===== src/design/spsp_consts.svh =====
// Register offsets, field positions, reset values and timing counts of the serial port status block
`ifndef SPSP_CONSTS_SVH
`define SPSP_CONSTS_SVH

// Register byte offsets
`define SPSP_OFF_STATUS     12'h000
`define SPSP_OFF_PRESCALE   12'h004
`define SPSP_OFF_IRQ_EN     12'h008
`define SPSP_OFF_RAW        12'h00C
`define SPSP_OFF_MASKED     12'h010
`define SPSP_OFF_CLEAR      12'h014

// Status bit positions
`define SPSP_ST_BUSY        4
`define SPSP_ST_RX_FULL     3
`define SPSP_ST_RX_AVAIL    2
`define SPSP_ST_TX_ROOM     1
`define SPSP_ST_TX_EMPTY    0

// Interrupt bit positions (enable, raw, masked, clear)
`define SPSP_IRQ_TX         3
`define SPSP_IRQ_RX         2
`define SPSP_IRQ_RT         1
`define SPSP_IRQ_ROR        0

// Reset values
`define SPSP_RST_PRESCALE   8'h00
`define SPSP_RST_IRQ_EN     4'h0

// Receive time-out in serial bit periods
`define SPSP_TIMEOUT_BITS   32

// AXI responses
`define SPSP_RESP_OKAY      2'b00
`define SPSP_RESP_SLVERR    2'b10

`endif


===== src/design/spsp_pkg.sv =====
// Types shared by the serial port status block
package spsp_pkg;

    // Fill state reported by the FIFOs outside this block
    typedef struct packed {
        logic [4:0] tx_count;   // Entries in transmit FIFO
        logic [4:0] rx_count;   // Entries in receive FIFO
        logic       rx_push;    // Receive FIFO write strobe
        logic       rx_pop;     // Receive FIFO read strobe
        logic       shifting;   // Frame in progress
    } spsp_fifo_t;

    // AXI4-Lite request side
    typedef struct packed {
        logic        awvalid;
        logic [11:0] awaddr;
        logic        wvalid;
        logic [31:0] wdata;
        logic [3:0]  wstrb;
        logic        bready;
        logic        arvalid;
        logic [11:0] araddr;
        logic        rready;
    } spsp_axi_req_t;

    // AXI4-Lite answer side
    typedef struct packed {
        logic        awready;
        logic        wready;
        logic        bvalid;
        logic [1:0]  bresp;
        logic        arready;
        logic        rvalid;
        logic [31:0] rdata;
        logic [1:0]  rresp;
    } spsp_axi_rsp_t;

endpackage


===== src/design/spsp_status.sv =====
// Status, prescaler and interrupt logic of the synchronous serial port
//
// Design decisions made here: the AXI4-Lite slave port and the register offsets.
`timescale 1ns/100ps
`default_nettype none

`include "spsp_consts.svh"

module spsp_status
    import spsp_pkg::*;
#(
    parameter int DEPTH      = 8,                  // FIFO depth
    parameter int DATA_W     = 16,                 // FIFO entry width
    parameter int TIMEOUT_B  = `SPSP_TIMEOUT_BITS  // Time-out in bit periods
) (
    // Clock and reset
    input  wire logic          aclk,
    input  wire logic          aresetn,
    // AXI4-Lite slave
    input  wire spsp_axi_req_t axi_req,
    output spsp_axi_rsp_t      axi_rsp,
    // FIFO state from the data path
    input  wire spsp_fifo_t    fifo,
    input  wire logic          port_enable,
    // Outputs to the data path
    output logic               bit_tick,
    output logic [3:0]         irq_masked,
    output logic [DATA_W-1:0]  width_mask
);

    // ****************************************
    // Decode helpers
    // ****************************************
    // Word offset match
    function automatic logic hit(input logic [11:0] a, input logic [11:0] off);
        hit = (a[11:2] == off[11:2]);
    endfunction

    localparam logic [4:0] DEPTH_C = 5'(DEPTH);
    localparam logic [4:0] HALF_C  = 5'(DEPTH / 2);

    // ****************************************
    // State
    // ****************************************
    typedef struct packed {
        logic [7:0]  prescale;   // Divisor field
        logic [3:0]  irq_en;     // Interrupt enables
        logic        rt_raw;     // Sticky time-out
        logic        ror_raw;    // Sticky overrun
        logic [15:0] to_cnt;     // Bit periods since activity
        logic        awv;        // Write address held
        logic [11:0] awa;
        logic        wv;         // Write data held
        logic [31:0] wd;
        logic [3:0]  ws;
        logic        bvalid;
        logic [1:0]  bresp;
        logic        rvalid;
        logic [31:0] rdata;
        logic [1:0]  rresp;
    } spsp_state_t;

    spsp_state_t st_reg;   // Registered state
    spsp_state_t st_next;  // Next state

    // Live conditions
    logic [4:0]  status_w;   // Status register contents
    logic [3:0]  raw_w;      // Raw interrupt status
    logic        do_write;   // Write commits this cycle
    logic [11:0] rd_addr;    // Read address

    // ****************************************
    // Status and raw conditions
    // ****************************************
    always_comb begin
        status_w = '0;
        status_w[`SPSP_ST_BUSY] = fifo.shifting || (fifo.tx_count != 5'd0);
        status_w[`SPSP_ST_RX_FULL]  = (fifo.rx_count == DEPTH_C);
        status_w[`SPSP_ST_RX_AVAIL] = (fifo.rx_count != 5'd0);
        status_w[`SPSP_ST_TX_ROOM]  = (fifo.tx_count != DEPTH_C);
        status_w[`SPSP_ST_TX_EMPTY] = (fifo.tx_count == 5'd0);
        raw_w = '0;
        raw_w[`SPSP_IRQ_TX]  = (fifo.tx_count <= HALF_C);
        // Level condition as printed: half full or less, gated by data present
        raw_w[`SPSP_IRQ_RX]  = (fifo.rx_count != 5'd0) && (fifo.rx_count <= HALF_C);
        raw_w[`SPSP_IRQ_RT]  = st_reg.rt_raw;
        raw_w[`SPSP_IRQ_ROR] = st_reg.ror_raw;
    end

    assign irq_masked = raw_w & st_reg.irq_en;
    assign width_mask = {DATA_W{1'b1}};
    assign do_write   = st_reg.awv && st_reg.wv && !st_reg.bvalid;
    assign rd_addr    = axi_req.araddr;

    // ****************************************
    // Prescaler
    // ****************************************
    spsp_prescale u_pre (
        .aclk     (aclk),
        .aresetn  (aresetn),
        .run      (port_enable),
        .divisor  (st_reg.prescale),
        .bit_tick (bit_tick)
    );

    // ****************************************
    // Next state
    // ****************************************
    always_comb begin
        st_next = st_reg;
        // Time-out counter restarts on activity or when empty
        if (fifo.rx_pop || fifo.rx_push || !status_w[`SPSP_ST_RX_AVAIL]) begin
            st_next.to_cnt = 16'h0000;
        end else if (bit_tick && st_reg.to_cnt != 16'(TIMEOUT_B)) begin
            st_next.to_cnt = st_reg.to_cnt + 16'h0001;
        end
        // Write channel capture, either order
        if (axi_req.awvalid && !st_reg.awv) begin
            st_next.awv = 1'b1;
            st_next.awa = axi_req.awaddr;
        end
        if (axi_req.wvalid && !st_reg.wv) begin
            st_next.wv = 1'b1;
            st_next.wd = axi_req.wdata;
            st_next.ws = axi_req.wstrb;
        end
        // Clear applied first so a same-cycle event wins
        if (do_write) begin
            st_next.awv    = 1'b0;
            st_next.wv     = 1'b0;
            st_next.bvalid = 1'b1;
            st_next.bresp  = `SPSP_RESP_OKAY;
            if (hit(st_reg.awa, `SPSP_OFF_PRESCALE)) begin
                if (st_reg.ws[0]) begin
                    st_next.prescale = {st_reg.wd[7:1], 1'b0};
                end
            end else if (hit(st_reg.awa, `SPSP_OFF_IRQ_EN)) begin
                if (st_reg.ws[0]) begin
                    st_next.irq_en = st_reg.wd[3:0];
                end
            end else if (hit(st_reg.awa, `SPSP_OFF_CLEAR)) begin
                if (st_reg.ws[0] && st_reg.wd[`SPSP_IRQ_RT]) begin
                    st_next.rt_raw = 1'b0;
                end
                if (st_reg.ws[0] && st_reg.wd[`SPSP_IRQ_ROR]) begin
                    st_next.ror_raw = 1'b0;
                end
            end else if (hit(st_reg.awa, `SPSP_OFF_STATUS)
                      || hit(st_reg.awa, `SPSP_OFF_RAW)
                      || hit(st_reg.awa, `SPSP_OFF_MASKED)) begin
                // Read-only registers ignore writes
                st_next.bresp = `SPSP_RESP_OKAY;
            end else begin
                st_next.bresp = `SPSP_RESP_SLVERR;
            end
        end
        // Sticky events set after clears
        if (st_reg.to_cnt == 16'(TIMEOUT_B) - 16'h0001 && bit_tick
            && !fifo.rx_pop && !fifo.rx_push && status_w[`SPSP_ST_RX_AVAIL]) begin
            st_next.rt_raw = 1'b1;
        end
        if (fifo.rx_push && status_w[`SPSP_ST_RX_FULL]) begin
            st_next.ror_raw = 1'b1;
        end
        if (st_reg.bvalid && axi_req.bready) begin
            st_next.bvalid = 1'b0;
        end
        // Read channel
        if (st_reg.rvalid && axi_req.rready) begin
            st_next.rvalid = 1'b0;
        end
        if (axi_req.arvalid && !st_reg.rvalid) begin
            st_next.rvalid = 1'b1;
            st_next.rresp  = `SPSP_RESP_OKAY;
            st_next.rdata  = 32'h0000_0000;
            if (hit(rd_addr, `SPSP_OFF_STATUS)) begin
                st_next.rdata[4:0] = status_w;
            end else if (hit(rd_addr, `SPSP_OFF_PRESCALE)) begin
                st_next.rdata[7:0] = {st_reg.prescale[7:1], 1'b0};
            end else if (hit(rd_addr, `SPSP_OFF_IRQ_EN)) begin
                st_next.rdata[3:0] = st_reg.irq_en;
            end else if (hit(rd_addr, `SPSP_OFF_RAW)) begin
                st_next.rdata[3:0] = raw_w;
            end else if (hit(rd_addr, `SPSP_OFF_MASKED)) begin
                st_next.rdata[3:0] = irq_masked;
            end else if (!hit(rd_addr, `SPSP_OFF_CLEAR)) begin
                st_next.rresp = `SPSP_RESP_SLVERR;
            end
        end
    end

    // Register state
    always_ff @(posedge aclk) begin
        if (!aresetn) begin
            st_reg          <= '0;
            st_reg.prescale <= `SPSP_RST_PRESCALE;
            st_reg.irq_en   <= `SPSP_RST_IRQ_EN;
        end else begin
            st_reg <= st_next;
        end
    end

    // ****************************************
    // Bus answers
    // ****************************************
    always_comb begin
        axi_rsp         = '0;
        axi_rsp.awready = !st_reg.awv;
        axi_rsp.wready  = !st_reg.wv;
        axi_rsp.bvalid  = st_reg.bvalid;
        axi_rsp.bresp   = st_reg.bresp;
        axi_rsp.arready = !st_reg.rvalid;
        axi_rsp.rvalid  = st_reg.rvalid;
        axi_rsp.rdata   = st_reg.rdata;
        axi_rsp.rresp   = st_reg.rresp;
    end

    // ****************************************
    // Assertions
    // ****************************************
    // Busy bit as read back follows frame and transmit state
    property p_busy;
        @(posedge aclk) disable iff (!aresetn)
        $rose(st_reg.rvalid) && hit($past(rd_addr), `SPSP_OFF_STATUS)
            |-> st_reg.rdata[`SPSP_ST_BUSY] == ($past(fifo.shifting)
                                               || $past(fifo.tx_count) != 5'd0);
    endproperty
    a_busy: assert property (p_busy) else $error("busy flag wrong");

    // A full receive FIFO is also not empty
    property p_full;
        @(posedge aclk) disable iff (!aresetn)
        (fifo.rx_count == DEPTH_C)
            |-> status_w[`SPSP_ST_RX_FULL] && status_w[`SPSP_ST_RX_AVAIL];
    endproperty
    a_full: assert property (p_full) else $error("receive full flags wrong");

    // Not-empty bit as read back follows the receive count
    property p_rne;
        @(posedge aclk) disable iff (!aresetn)
        $rose(st_reg.rvalid) && hit($past(rd_addr), `SPSP_OFF_STATUS)
            |-> st_reg.rdata[`SPSP_ST_RX_AVAIL] == ($past(fifo.rx_count) != 5'd0);
    endproperty
    a_rne: assert property (p_rne) else $error("receive not empty wrong");

    property p_tx;
        @(posedge aclk) disable iff (!aresetn)
        status_w[`SPSP_ST_TX_EMPTY] |-> status_w[`SPSP_ST_TX_ROOM] && raw_w[`SPSP_IRQ_TX];
    endproperty
    a_tx: assert property (p_tx) else $error("transmit flags wrong");

    property p_tnf;
        @(posedge aclk) disable iff (!aresetn)
        (fifo.tx_count == DEPTH_C) |-> !status_w[`SPSP_ST_TX_ROOM];
    endproperty
    a_tnf: assert property (p_tnf) else $error("transmit not full wrong");

    property p_pre_lsb;
        @(posedge aclk) disable iff (!aresetn)
        st_reg.rvalid && hit($past(rd_addr), `SPSP_OFF_PRESCALE) && $rose(st_reg.rvalid)
            |-> !st_reg.rdata[0];
    endproperty
    a_pre_lsb: assert property (p_pre_lsb) else $error("prescale low bit set");

    // Masked word as read back is raw AND enable of the accepting cycle
    property p_mask;
        @(posedge aclk) disable iff (!aresetn)
        $rose(st_reg.rvalid) && hit($past(rd_addr), `SPSP_OFF_MASKED)
            |-> st_reg.rdata[3:0] == ($past(raw_w) & $past(st_reg.irq_en));
    endproperty
    a_mask: assert property (p_mask) else $error("masked status wrong");

    property p_ovr;
        @(posedge aclk) disable iff (!aresetn)
        (fifo.rx_push && fifo.rx_count == DEPTH_C) |=> st_reg.ror_raw;
    endproperty
    a_ovr: assert property (p_ovr) else $error("overrun not caught");

    property p_clr;
        @(posedge aclk) disable iff (!aresetn)
        do_write && hit(st_reg.awa, `SPSP_OFF_CLEAR) && st_reg.ws[0] && st_reg.wd[0]
            && !(fifo.rx_push && fifo.rx_count == DEPTH_C) |=> !st_reg.ror_raw;
    endproperty
    a_clr: assert property (p_clr) else $error("overrun not cleared");

    property p_status_hi;
        @(posedge aclk) disable iff (!aresetn)
        $rose(st_reg.rvalid) |-> st_reg.rdata[31:8] == 24'h00_0000;
    endproperty
    a_status_hi: assert property (p_status_hi) else $error("upper bits set");

    // A receive read holds the time-out flag off
    property p_pop_hold;
        @(posedge aclk) disable iff (!aresetn)
        fifo.rx_pop |=> !$rose(st_reg.rt_raw);
    endproperty
    a_pop_hold: assert property (p_pop_hold) else $error("time-out set despite read");

    // Writing one to the time-out clear bit drops the flag
    property p_rt_clr;
        @(posedge aclk) disable iff (!aresetn)
        do_write && hit(st_reg.awa, `SPSP_OFF_CLEAR) && st_reg.ws[0]
            && st_reg.wd[`SPSP_IRQ_RT] && (fifo.rx_pop || !bit_tick) |=> !st_reg.rt_raw;
    endproperty
    a_rt_clr: assert property (p_rt_clr) else $error("time-out not cleared");

    // Enables come out of reset masked
    property p_en_rst;
        @(posedge aclk)
        $rose(aresetn) |-> st_reg.irq_en == 4'h0 && irq_masked == 4'h0;
    endproperty
    a_en_rst: assert property (p_en_rst) else $error("enables not reset");

    // Stopping the port stops the bit clock
    property p_tick_stop;
        @(posedge aclk) disable iff (!aresetn)
        !port_enable |=> !bit_tick;
    endproperty
    a_tick_stop: assert property (p_tick_stop) else $error("tick while stopped");

    // Main scenarios reached
    c_mask:  cover property (@(posedge aclk) disable iff (!aresetn) irq_masked != 4'h0);
    c_write: cover property (@(posedge aclk) disable iff (!aresetn) do_write);
    c_ovr:   cover property (@(posedge aclk) disable iff (!aresetn) $rose(st_reg.ror_raw));
    c_to:    cover property (@(posedge aclk) disable iff (!aresetn) $rose(st_reg.rt_raw));

endmodule // spsp_status

`default_nettype wire


===== src/design/spsp_prescale.sv =====
// Bit clock prescaler: one-cycle enable pulse every divisor cycles with the divisor low bit cleared, no pulse below 2
`timescale 1ns/100ps
`default_nettype none

module spsp_prescale
    import spsp_pkg::*;
(
    // Clock and reset
    input  wire logic       aclk,
    input  wire logic       aresetn,
    // Control
    input  wire logic       run,
    input  wire logic [7:0] divisor,
    // Output
    output logic            bit_tick
);

    // ****************************************
    // State
    // ****************************************
    typedef struct packed {
        logic [7:0] cnt;    // Cycles since last tick
        logic       tick;   // Registered tick
    } spsp_pre_state_t;

    spsp_pre_state_t st_reg;   // Registered state
    spsp_pre_state_t st_next;  // Next state

    // Divide count; even divisor, low bit ignored
    always_comb begin
        st_next      = st_reg;
        st_next.tick = 1'b0;
        if (!run || divisor[7:1] == 7'h00) begin
            // Stopped or illegal divisor clears the count, no tick
            st_next.cnt = 8'h00;
        end else if (st_reg.cnt >= {divisor[7:1], 1'b0} - 8'h01) begin
            st_next.cnt  = 8'h00;
            st_next.tick = 1'b1;
        end else begin
            st_next.cnt = st_reg.cnt + 8'h01;
        end
    end

    // Register state
    always_ff @(posedge aclk) begin
        if (!aresetn) begin
            st_reg <= '0;
        end else begin
            st_reg <= st_next;
        end
    end

    assign bit_tick = st_reg.tick;

    // Tick spacing equals the divisor
    property p_tick_spacing;
        @(posedge aclk) disable iff (!aresetn)
        (st_reg.tick && run && $stable(divisor) && divisor == 8'h04)
            |-> ##1 !st_reg.tick [*3];
    endproperty
    a_tick_spacing: assert property (p_tick_spacing) else $error("tick too early");

endmodule // spsp_prescale

`default_nettype wire


===== config.mk =====
export PLATFORM = sky130hd
export DESIGN_NAME = spsp_status
export DESIGN_NICKNAME = d
export VERILOG_FILES = /design/src/design/spsp_pkg.sv /design/src/design/spsp_status.sv /design/src/design/spsp_prescale.sv
export VERILOG_INCLUDE_DIRS = /design/src /design/src/design
export SDC_FILE = /design/constraint.sdc
export NUM_CORES = 1
export LEC_CHECK = 0
export BUFFER_PORTS_ARGS = -buffer_cell sky130_fd_sc_hd__buf_2
export CAP_MARGIN = 40
export CORE_UTILIZATION = 45
export DETAILED_ROUTE_END_ITERATION = 8
export PLACE_DENSITY = 0.78
export SYNTH_ARGS = -nofsm -noshare
export SYNTH_HDL_FRONTEND = slang
export SYNTH_SLANG_ARGS = --single-unit

===== constraint.sdc =====
create_clock -name aclk -period 1.7 [get_ports aclk]
set_input_delay 0.425 -clock aclk [delete_from_list [all_inputs] [get_ports aclk]]
set_output_delay 0.425 -clock aclk [all_outputs]
set_load 0.1 [all_outputs]

== Yosys cells after proc, flatten, opt, wreduce, memory -nomap -nowiden ==
Index checks and enable logic that the tools add are counted.

* Register bits: 75
* Word-level logic and storage cells: 124

* Add/sub/neg operators: 3
* Magnitude comparators: 3
* Equal/unequal tests: 18
* Mux-type cells: 28
* Bitwise gates (word level): 3
* Reduce and logical (&&, ||, !) cells: 52

{| class="wikitable"
|+ Operator list
! cell !! count
|-
| equality test 10 x 2 -> 1 bit, second input constant || 4
|-
| equality test 10 x 3 -> 1 bit, second input constant || 4
|-
| two-way mux 35 bit || 1
|-
| two-way mux 2 bit || 14
|-
| equality test 10 x 1 -> 1 bit, second input constant || 2
|-
| logical NOT 10 bit || 2
|-
| two-way mux 4 bit || 5
|-
| adder 16 x 1 -> 16 bit, second input constant || 1
|-
| equality test 16 x 5 -> 1 bit, second input constant || 1
|-
| logical AND 1 bit || 16
|-
| inequality test 16 x 6 -> 1 bit, second input constant || 1
|-
| nonzero test 2 bit || 7
|-
| <= comparator 5 x 3 -> 1 bit, second input constant || 2
|-
| AND reduction 5 bit || 2
|-
| nonzero test 5 bit || 2
|-
| adder 8 x 1 -> 8 bit, second input constant || 1
|-
| >= comparator 8 bit || 1
|-
| logical NOT 1 bit || 8
|-
| inequality test 2 x 1 -> 1 bit, second input constant || 4
|-
| OR reduction 2 bit || 4
|-
| subtractor 8 x 1 -> 8 bit, second input constant || 1
|-
| logical NOT 7 bit || 1
|-
| logical OR 1 bit || 6
|-
| two-way mux 1 bit || 6
|-
| other kinds (10) || 11
|}

== Depth between registers and ports, before layout ==
Gate-level depths: netlist (run 1).

* Depth in word-level cells: 9
* Gate-level depth with buffers: 9
* Mapped depth without buffers: 9

== Modules after synthesis ==
Synthesis (run 1) repeated with hierarchy kept, for this count alone.

* Cell total of the unflattened synthesis: 477
* Area, all modules: 3968.8 um2

{| class="wikitable"
|+ Modules (own cells, without submodules)
! module !! times used !! cells an instance !! area an instance (um2)
|-
| spsp_status || 1 || 411 || 3362.0
|-
| spsp_prescale || 1 || 66 || 606.8
|}

== Least setup slack after synthesis (run 1) ==
Ideal clock, no wire load.

* Kind: reg2reg
* Start: register u_pre.st_reg (netlist bit u_pre.bit_tick)
* End: register st_reg[103] in the netlist's numbering
* Library setup time: 0.070 ns
* Arrival time: 2.011 ns
* Required time: 1.630 ns
* Slack: -0.381 ns
* Stages on the path, launching flop included: 5
* Path buffers: 0
* Clock period less this slack: 2.081 ns
* Cell sequence: dfxtp_1 > and3_1 > nand2_1 > or4_1 > a21oi_1

* Cells in the longest elaborated chain, start to end: 1

{| class="wikitable"
|+ RTL lines
! what !! RTL line !! text
|-
| from (decl) || spsp_prescale.sv:26 || <nowiki>spsp_pre_state_t st_reg;</nowiki>
|-
| from (signal assigned) || spsp_prescale.sv:49 || <nowiki>st_reg <= st_next;</nowiki>
|-
| logical AND 1 bit || spsp_status.sv:114 || <nowiki>end else if (bit_tick && st_reg.to_cnt != 16'(TIMEOUT_B)) begin</nowiki>
|-
| to (signal assigned) || spsp_status.sv:199 || <nowiki>st_reg <= st_next;</nowiki>
|-
| to (decl) || spsp_status.sv:63 || <nowiki>spsp_state_t st_reg;</nowiki>
|}

Every way passes these cells.
A chain may end at the register's enable or synchronous reset.

== Worst setup path after layout (run 1) ==
* Start: register st_reg[111] in the netlist's numbering
* End: register u_pre.st_reg[1] in the netlist's numbering

* Cells in the longest elaborated chain, start to end: 3
* Elaborated cells between the ends (all ways): 5
* Classes of those cells: add/sub (1); order compare (1); reduce/logical (3)

{| class="wikitable"
|+ RTL lines
! what !! RTL line
|-
| subtractor 8 x 1 -> 8 bit or logical NOT 7 bit (tied branches) || spsp_prescale.sv:36, spsp_prescale.sv:33
|-
| >= comparator 8 bit or logical OR 1 bit (tied branches) || spsp_prescale.sv:36, spsp_prescale.sv:33
|-
| OR reduction 3 bit (no source line) * || -
|}

Mark *: on every way between the ends. The rest lies on a longest branch, timed or not.

==> results of run 1 <==
final cells by class:
class | instances | area, µm²
fill | 746 | 3396
multi-input combinational | 359 | 2321
sequential | 71 | 1443
timing repair buffer | 117 | 784.5
tap | 105 | 131.4
clock buffer | 9 | 123.9
clock inverter | 7 | 72.57
inverter | 16 | 68.82
layer usage:
| metal | global-route usage | vias up |
|---|---|---|
| met5 | 0 | - |
| met4 | 0.09204 | 0 |
| met3 | 0.04625 | 20 |
| met2 | 0.3417 | 135 |
| met1 | 0.2354 | 1602 |
| li1 | - | 1746 |
cells by family after synthesis:
kind of cell             after synthesis  share of synthesized area
AND/OR/NAND/NOR                      194                     0.2475
buffers and inverters                 87                     0.1369
AO/OA/AOI/OAI                         78                     0.1382
flip-flops                            71                     0.3599
XOR/XNOR                              19                    0.04214
multiplexers                          14                    0.03549
adder cells (fa/ha/maj)               12                    0.03802
other                                  2                   0.001902
worst paths after layout:
kind,from,end,slack [ns],depth (start not counted)
worst max-delay path,st_reg[111]$_SDFFE_PN0P_,u_pre.st_reg[1]$_SDFF_PP0_,-0.22,10
worst min-delay path,axi_req[60],st_reg[83]$_SDFFE_PN0P_,0.29,3
worst max register to register,st_reg[111]$_SDFFE_PN0P_,u_pre.st_reg[1]$_SDFF_PP0_,-0.22,10
worst min register to register,st_reg[48]$_SDFFE_PN0P_,st_reg[116]$_SDFFE_PN0P_,0.46,2
critical path, stage by stage, from the launching register on:
cell	delay, ns
dfxtp_4	0.40
inv_4	0.05
ha_4	0.17
nand2_2	0.06
xor2_1	0.17
ha_1	0.25
o21a_1	0.10
o211ai_1	0.23
o211ai_1	0.14
buf_4	0.19
nor2_1	0.09
cells in the mapped netlist, types with 2 or more instances:
master	count	area share
nand2_1	86	0.082
dfxtp_1	71	0.36
buf_4	54	0.10
nor2_1	26	0.025
a21boi_0	20	0.038
inv_1	16	0.015
mux2i_1	14	0.035
o21ai_0	14	0.018
clkbuf_1	12	0.011
ha_1	12	0.038
nand3_1	11	0.014
nand4_1	11	0.017
xor2_1	11	0.024
nor3_1	9	0.011
a21oi_1	8	0.010
nor2b_1	8	0.013
xnor2_1	8	0.018
a31oi_1	7	0.011
and2_1	6	0.0095
and3_1	5	0.0079
nand2b_1	5	0.0079
or3_1	5	0.0079
o21a_1	4	0.0076
o31ai_1	4	0.0076
or4_1	4	0.0076
a21boi_1	3	0.0057
buf_2	3	0.0038
nor4_1	3	0.0048
nor4b_1	3	0.0067
a31o_2	2	0.0044
and3b_1	2	0.0044
and4_1	2	0.0044
conb_1	2	0.0019
nor4_2	2	0.0063
o211a_1	2	0.0051
o211ai_1	2	0.0038
o311ai_1	2	0.0044
stage by stage:
stage / hold WS [ns] / total power (µW)
2_1_floorplan: 0.4304 / 2515
3_3_place_gp: 0.4466 / 2561
3_5_place_dp: 0.4513 / 2572
4_1_cts: 0.2836 / 3933
5_1_grt: 0.2806 / 4083
6_report: 0.2902 / 3917
power breakdown:
| part | switching, µW | internal (µW) |
|---|---|---|
| clock network | 771 | 574 |
| registers | 33.5 | 1700 |
| logic | 679 | 160 |
| total | 1480 | 2430 |
timing repair:
action	4_1_cts	5_1_grt
hold buffers	0	0
pin swaps	7	9
cloned	0	0
resized for setup	20	27
endpoints found under the setup margin	26	28
buffers inserted	4	4
==> results.py, run 1 <==
metrics = {
    "outcome": {
        "status": "finished, violations left",
        "violations": "negative setup slack",
    },
    "cts": {
        "h-tree-depth": 3,
        "insertion_delay_ns": 0.37,
        "clk_pin_slew_ns": 0.10,
        "cts_sinks": 71,
        "cts_root_buffer": "clkbuf_8",
        "cts_made_buffers": 9,
        "clockBufferDepth": 2,
        "cts_tree": "yes",
    },
    "detailed_routing": {
        "wl_per_cell_um": 13.25,
        "drc": 0,
        "met3_length_um": 507,
        "wl_um": 9061,
        "drt-pass1-iter-count": 4,
        "met2_length_um": 4454,
        "met1Wirelength_um": 3897,
        "antenna_left": 0,
        "vias": 3503,
        "viasPerCell": 5.121,
        "drt_iter0_drc": 149,
        "top_layer": "met4",
    },
    "final_layout": {
        "syn2layout_area_growth_pct": 25.22,
        "largest_register_ffs": 48,
        "utilization": 0.5929,
        "n_antenna_cell": 0,
        "stdcell_count": 684,
        "layout_commonest_cell": "nand2_1",
        "fin_area_mm2": 0.004945,
        "fin_nets": 667,
        "drive_gt1_frac": 0.3005,
        "final_cell_mix": "nand2_1 (85), dfxtp_1 (60), buf_2 (60)",
    },
    "floorplanning": {
        "die_y_um": 95.68,
        "start_util": 0.4734,
        "rows": 33,
        "fp.coreArea_mm2": 0.008341,
        "ioPinCount": 143,
        "die_w_um": 95.68,
        "dieArea_mm2": 0.009154,
    },
    "placement": {
        "portBuffers": 69,
        "placedCellCount": 660,
        "postPlaceCellArea_mm2": 0.004484,
        "dp_hpwl_um": 6491,
        "place_ws_ns": -0.1867,
        "gp_congestion": 0.8234,
    },
    "grt": {
        "grt_overflow": 0,
        "antenna_found_initial": 0,
        "grt_pass1_wl_um": 14010,
        "grt.total_usage": 0.1996,
        "grt_max_degree": 31,
        "grt_pass1_vias": 3166,
    },
    "timing": {
        "fin_setup_tns_ns": -1.864,
        "slew_viol_final": 0,
        "worst_slack_ns": -0.2185,
        "timing.fmax_mhz": 521.2,
        "hold_viol_final": 0,
        "min_period_ns": 1.919,
        "period_share": 1.129,
        "skew_ns": 0.01442,
        "tightest_slew_ns": 0.5142,
        "final-setup-viol-count": 10,
        "slew_headroom": 0.6565,
        "rsz0062_at_grt": "yes",
    },
    "worst_setup_path": {
        "worstPathRequired_ns": 2.00,
        "worst_ep_arrival_time_ns": 2.22,
        "critical_path_class": "reg2reg",
        "cp-end-kind": "register",
        "start_kind": "register",
        "cp_max_fo": 8,
    },
    "synth": {
        "avgSynthCellArea_um2": 8.278,
        "synthCells": 477,
        "synthArstFlopShare": 0,
        "ys_seq_elements": 71,
        "yosysUniqueCellTypes": 55,
        "synth.cell_area_mm2": 0.003949,
        "synth-edff-count": 0,
        "synth_seq_area_share": 0.3599,
        "yosysWarnings": 0,
        "ys.flop_type": "dfxtp_1",
    },
    "pwr": {
        "ir_drop_mv": 0.4554,
        "p_per_area_mw_per_mm2": 792.2,
        "p_leak_uw": 0.002057,
    },
    "hold_path": {
        "hold_path_class": "in2reg",
    },
    "run": {
        "cap_violations": 0,
    },
}
Power figures use the tool's default switching activity.
==> inputs of run 2 (changes only) <==
Settings changed: REMOVE_ABC_BUFFERS from default to 1.
==> results.py, run 2 (synthesis gave the netlist of run 1 again) <==
metrics = {
    "outcome": {
        "status": "finished, violations left",
        "violations": "negative setup slack",
    },
    "cts": {
        "cts_sinks": 71,
        "clk_pin_slew_ns": 0.08,
        "h-tree-depth": 3,
        "cts_tree": "yes",
        "clockBufferDepth": 2,
        "cts_made_buffers": 9,
        "cts_root_buffer": "clkbuf_8",
        "insertion_delay_ns": 0.36,
    },
    "floorplanning": {
        "start_util": 0.4734,
        "ioPinCount": 143,
        "die_y_um": 95.68,
        "rows": 33,
        "dieArea_mm2": 0.009154,
        "fp.coreArea_mm2": 0.008341,
        "die_w_um": 95.68,
    },
    "timing": {
        "rsz0062_at_grt": "yes",
        "slew_headroom": 0.6528,
        "min_period_ns": 1.937,
        "hold_viol_final": 0,
        "period_share": 1.139,
        "skew_ns": 0.01163,
        "slew_viol_final": 0,
        "worst_slack_ns": -0.2367,
        "final-setup-viol-count": 10,
        "timing.fmax_mhz": 516.3,
        "tightest_slew_ns": 0.5197,
    },
    "pwr": {
        "total_power_uw": 3780,
        "seq_power_share": 0.457,
        "p_leak_uw": 0.002098,
        "p_switching_uw": 1389,
        "p_per_area_mw_per_mm2": 758.4,
        "pwr-share-clk": 0.320,
        "ir_drop_mv": 0.6401,
        "p_int_uw": 2391,
        "switching_share": 0.3674,
        "power_frac_comb": 0.222,
    },
    "worst_setup_path": {
        "start_kind": "register",
        "cp_max_fo": 8,
        "critical_path_class": "reg2reg",
        "cp-end-kind": "register",
        "worst_ep_arrival_time_ns": 2.18,
        "worstPathRequired_ns": 1.94,
        "r2r_cells": 8,
    },
    "grt": {
        "use_met3": 0.05502,
        "grt_use_met1": 0.2515,
        "grt_max_degree": 44,
        "grt_pass1_vias": 3244,
        "grt.met2_usage": 0.3482,
        "top_usage_layer": "met2",
        "grt.total_usage": 0.2108,
        "grt_pass1_wl_um": 14730,
        "antenna_found_initial": 1,
        "grt_overflow": 0,
    },
    "detailed_routing": {
        "viasPerCell": 5.202,
        "drc": 0,
        "drt-pass1-iter-count": 5,
        "antenna_left": 0,
        "vias": 3584,
        "drt_iter0_drc": 188,
        "wl_per_cell_um": 14.25,
        "wl_um": 9821,
    },
    "hold_path": {
        "whs_path_depth": 3,
        "hold_path_class": "in2reg",
    },
    "final_layout": {
        "nFillCells": 691,
        "multi_input_area_mm2": 0.002340,
        "fin_nets": 672,
        "final_cell_mix": "nand2_1 (84), dfxtp_1 (62), buf_2 (62)",
        "drive_gt1_frac": 0.3082,
        "syn2layout_area_growth_pct": 26.24,
        "n_antenna_cell": 0,
        "layout_commonest_cell": "nand2_1",
        "largest_register_ffs": 48,
        "seqCellArea_mm2": 0.001443,
        "stdcell_count": 689,
    },
    "placement": {
        "gp_congestion": 0.9159,
        "portBuffers": 69,
        "dp_hpwl_um": 6803,
        "placedCellCount": 668,
    },
    "run": {
        "cap_violations": 0,
    },
}
-- run 2: cell count changes in the layout (fill, tap and decap cells not counted), sizes merged --
cell	before	now
buf	115	121
clkinv	2	5
clkinvlp	2	0
inv	19	17
-- run 2: path summary, 6_finish.rpt --
kind	startpoint	end	slack, ns
worst max-delay path	st_reg[114]$_SDFFE_PN0P_	u_pre.st_reg[4]$_SDFF_PP0_	-0.24
worst min-delay path	axi_req[51]	st_reg[74]$_SDFFE_PP0P_	0.30
worst max register to register	st_reg[114]$_SDFFE_PN0P_	u_pre.st_reg[4]$_SDFF_PP0_	-0.24
worst min register to register	axi_rsp[8]$_SDFFE_PN0P_	axi_rsp[8]$_SDFFE_PN0P_	0.46
-- run 2: routing by layer --
metal | share of wire | vias up | wire, µm
met5 | 0.0013 | - | 13
li1 | - | 1759 | -
met2 | 0.49 | 145 | 4794
met1 | 0.42 | 1649 | 4083
met4 | 0.030 | 2 | 295
met3 | 0.065 | 29 | 634
-- run 2: stage by stage --
stage	hold slack [ns]	TNS [ns]	setup WS, ns	instance area (µm²)	utilization
5_1_grt	0.3081	-3.663	-0.3633	4985	0.5977
2_1_floorplan	0.4304	-19.30	-1.021	3618	-
6_report	0.2981	-1.922	-0.2367	4985	0.5977
3_5_place_dp	0.4520	-4.252	-0.2725	4519	0.5419
3_3_place_gp	0.4418	-3.205	-0.2121	4519	0.5419
4_1_cts	0.2922	-1.347	-0.1517	4821	0.5780
-- run 2: critical path: stages (launching register included) --
cell	delay [ns]
dfxtp_4	0.38
nor4_4	0.32
nand2_1	0.12
xnor2_1	0.14
ha_1	0.31
o211ai_1	0.11
o211ai_1	0.19
buf_4	0.20
nor2_1	0.05
-- run 2: power by group through the flow --
stage / Sequential (µW) / Combinational [µW] / Clock (µW)
5_1_grt: 1730 / 881 / 1320
3_5_place_dp: 1770 / 813 / 0
6_report: 1730 / 840 / 1210
4_1_cts: 1720 / 820 / 1230
2_1_floorplan: 1830 / 565 / 0
3_3_place_gp: 1770 / 804 / 0
-- run 2: cell type report --
cell class	instances	area share
multi-input combinational	359	0.4694
timing repair buffer	122	0.1672
clock inverter	6	0.009036
sequential	71	0.2894
inverter	16	0.01305
tap	105	0.02636
clock buffer	10	0.02560
-- run 2: timing repair --
| item | in CTS | in global routing |
|---|---|---|
| gates cloned | 0 | 0 |
| pin swaps | 13 | 10 |
| resized for setup | 30 | 31 |
| endpoints found under the setup margin | 18 | 27 |
| hold buffers | 0 | 0 |
| buffers inserted | 3 | 2 |
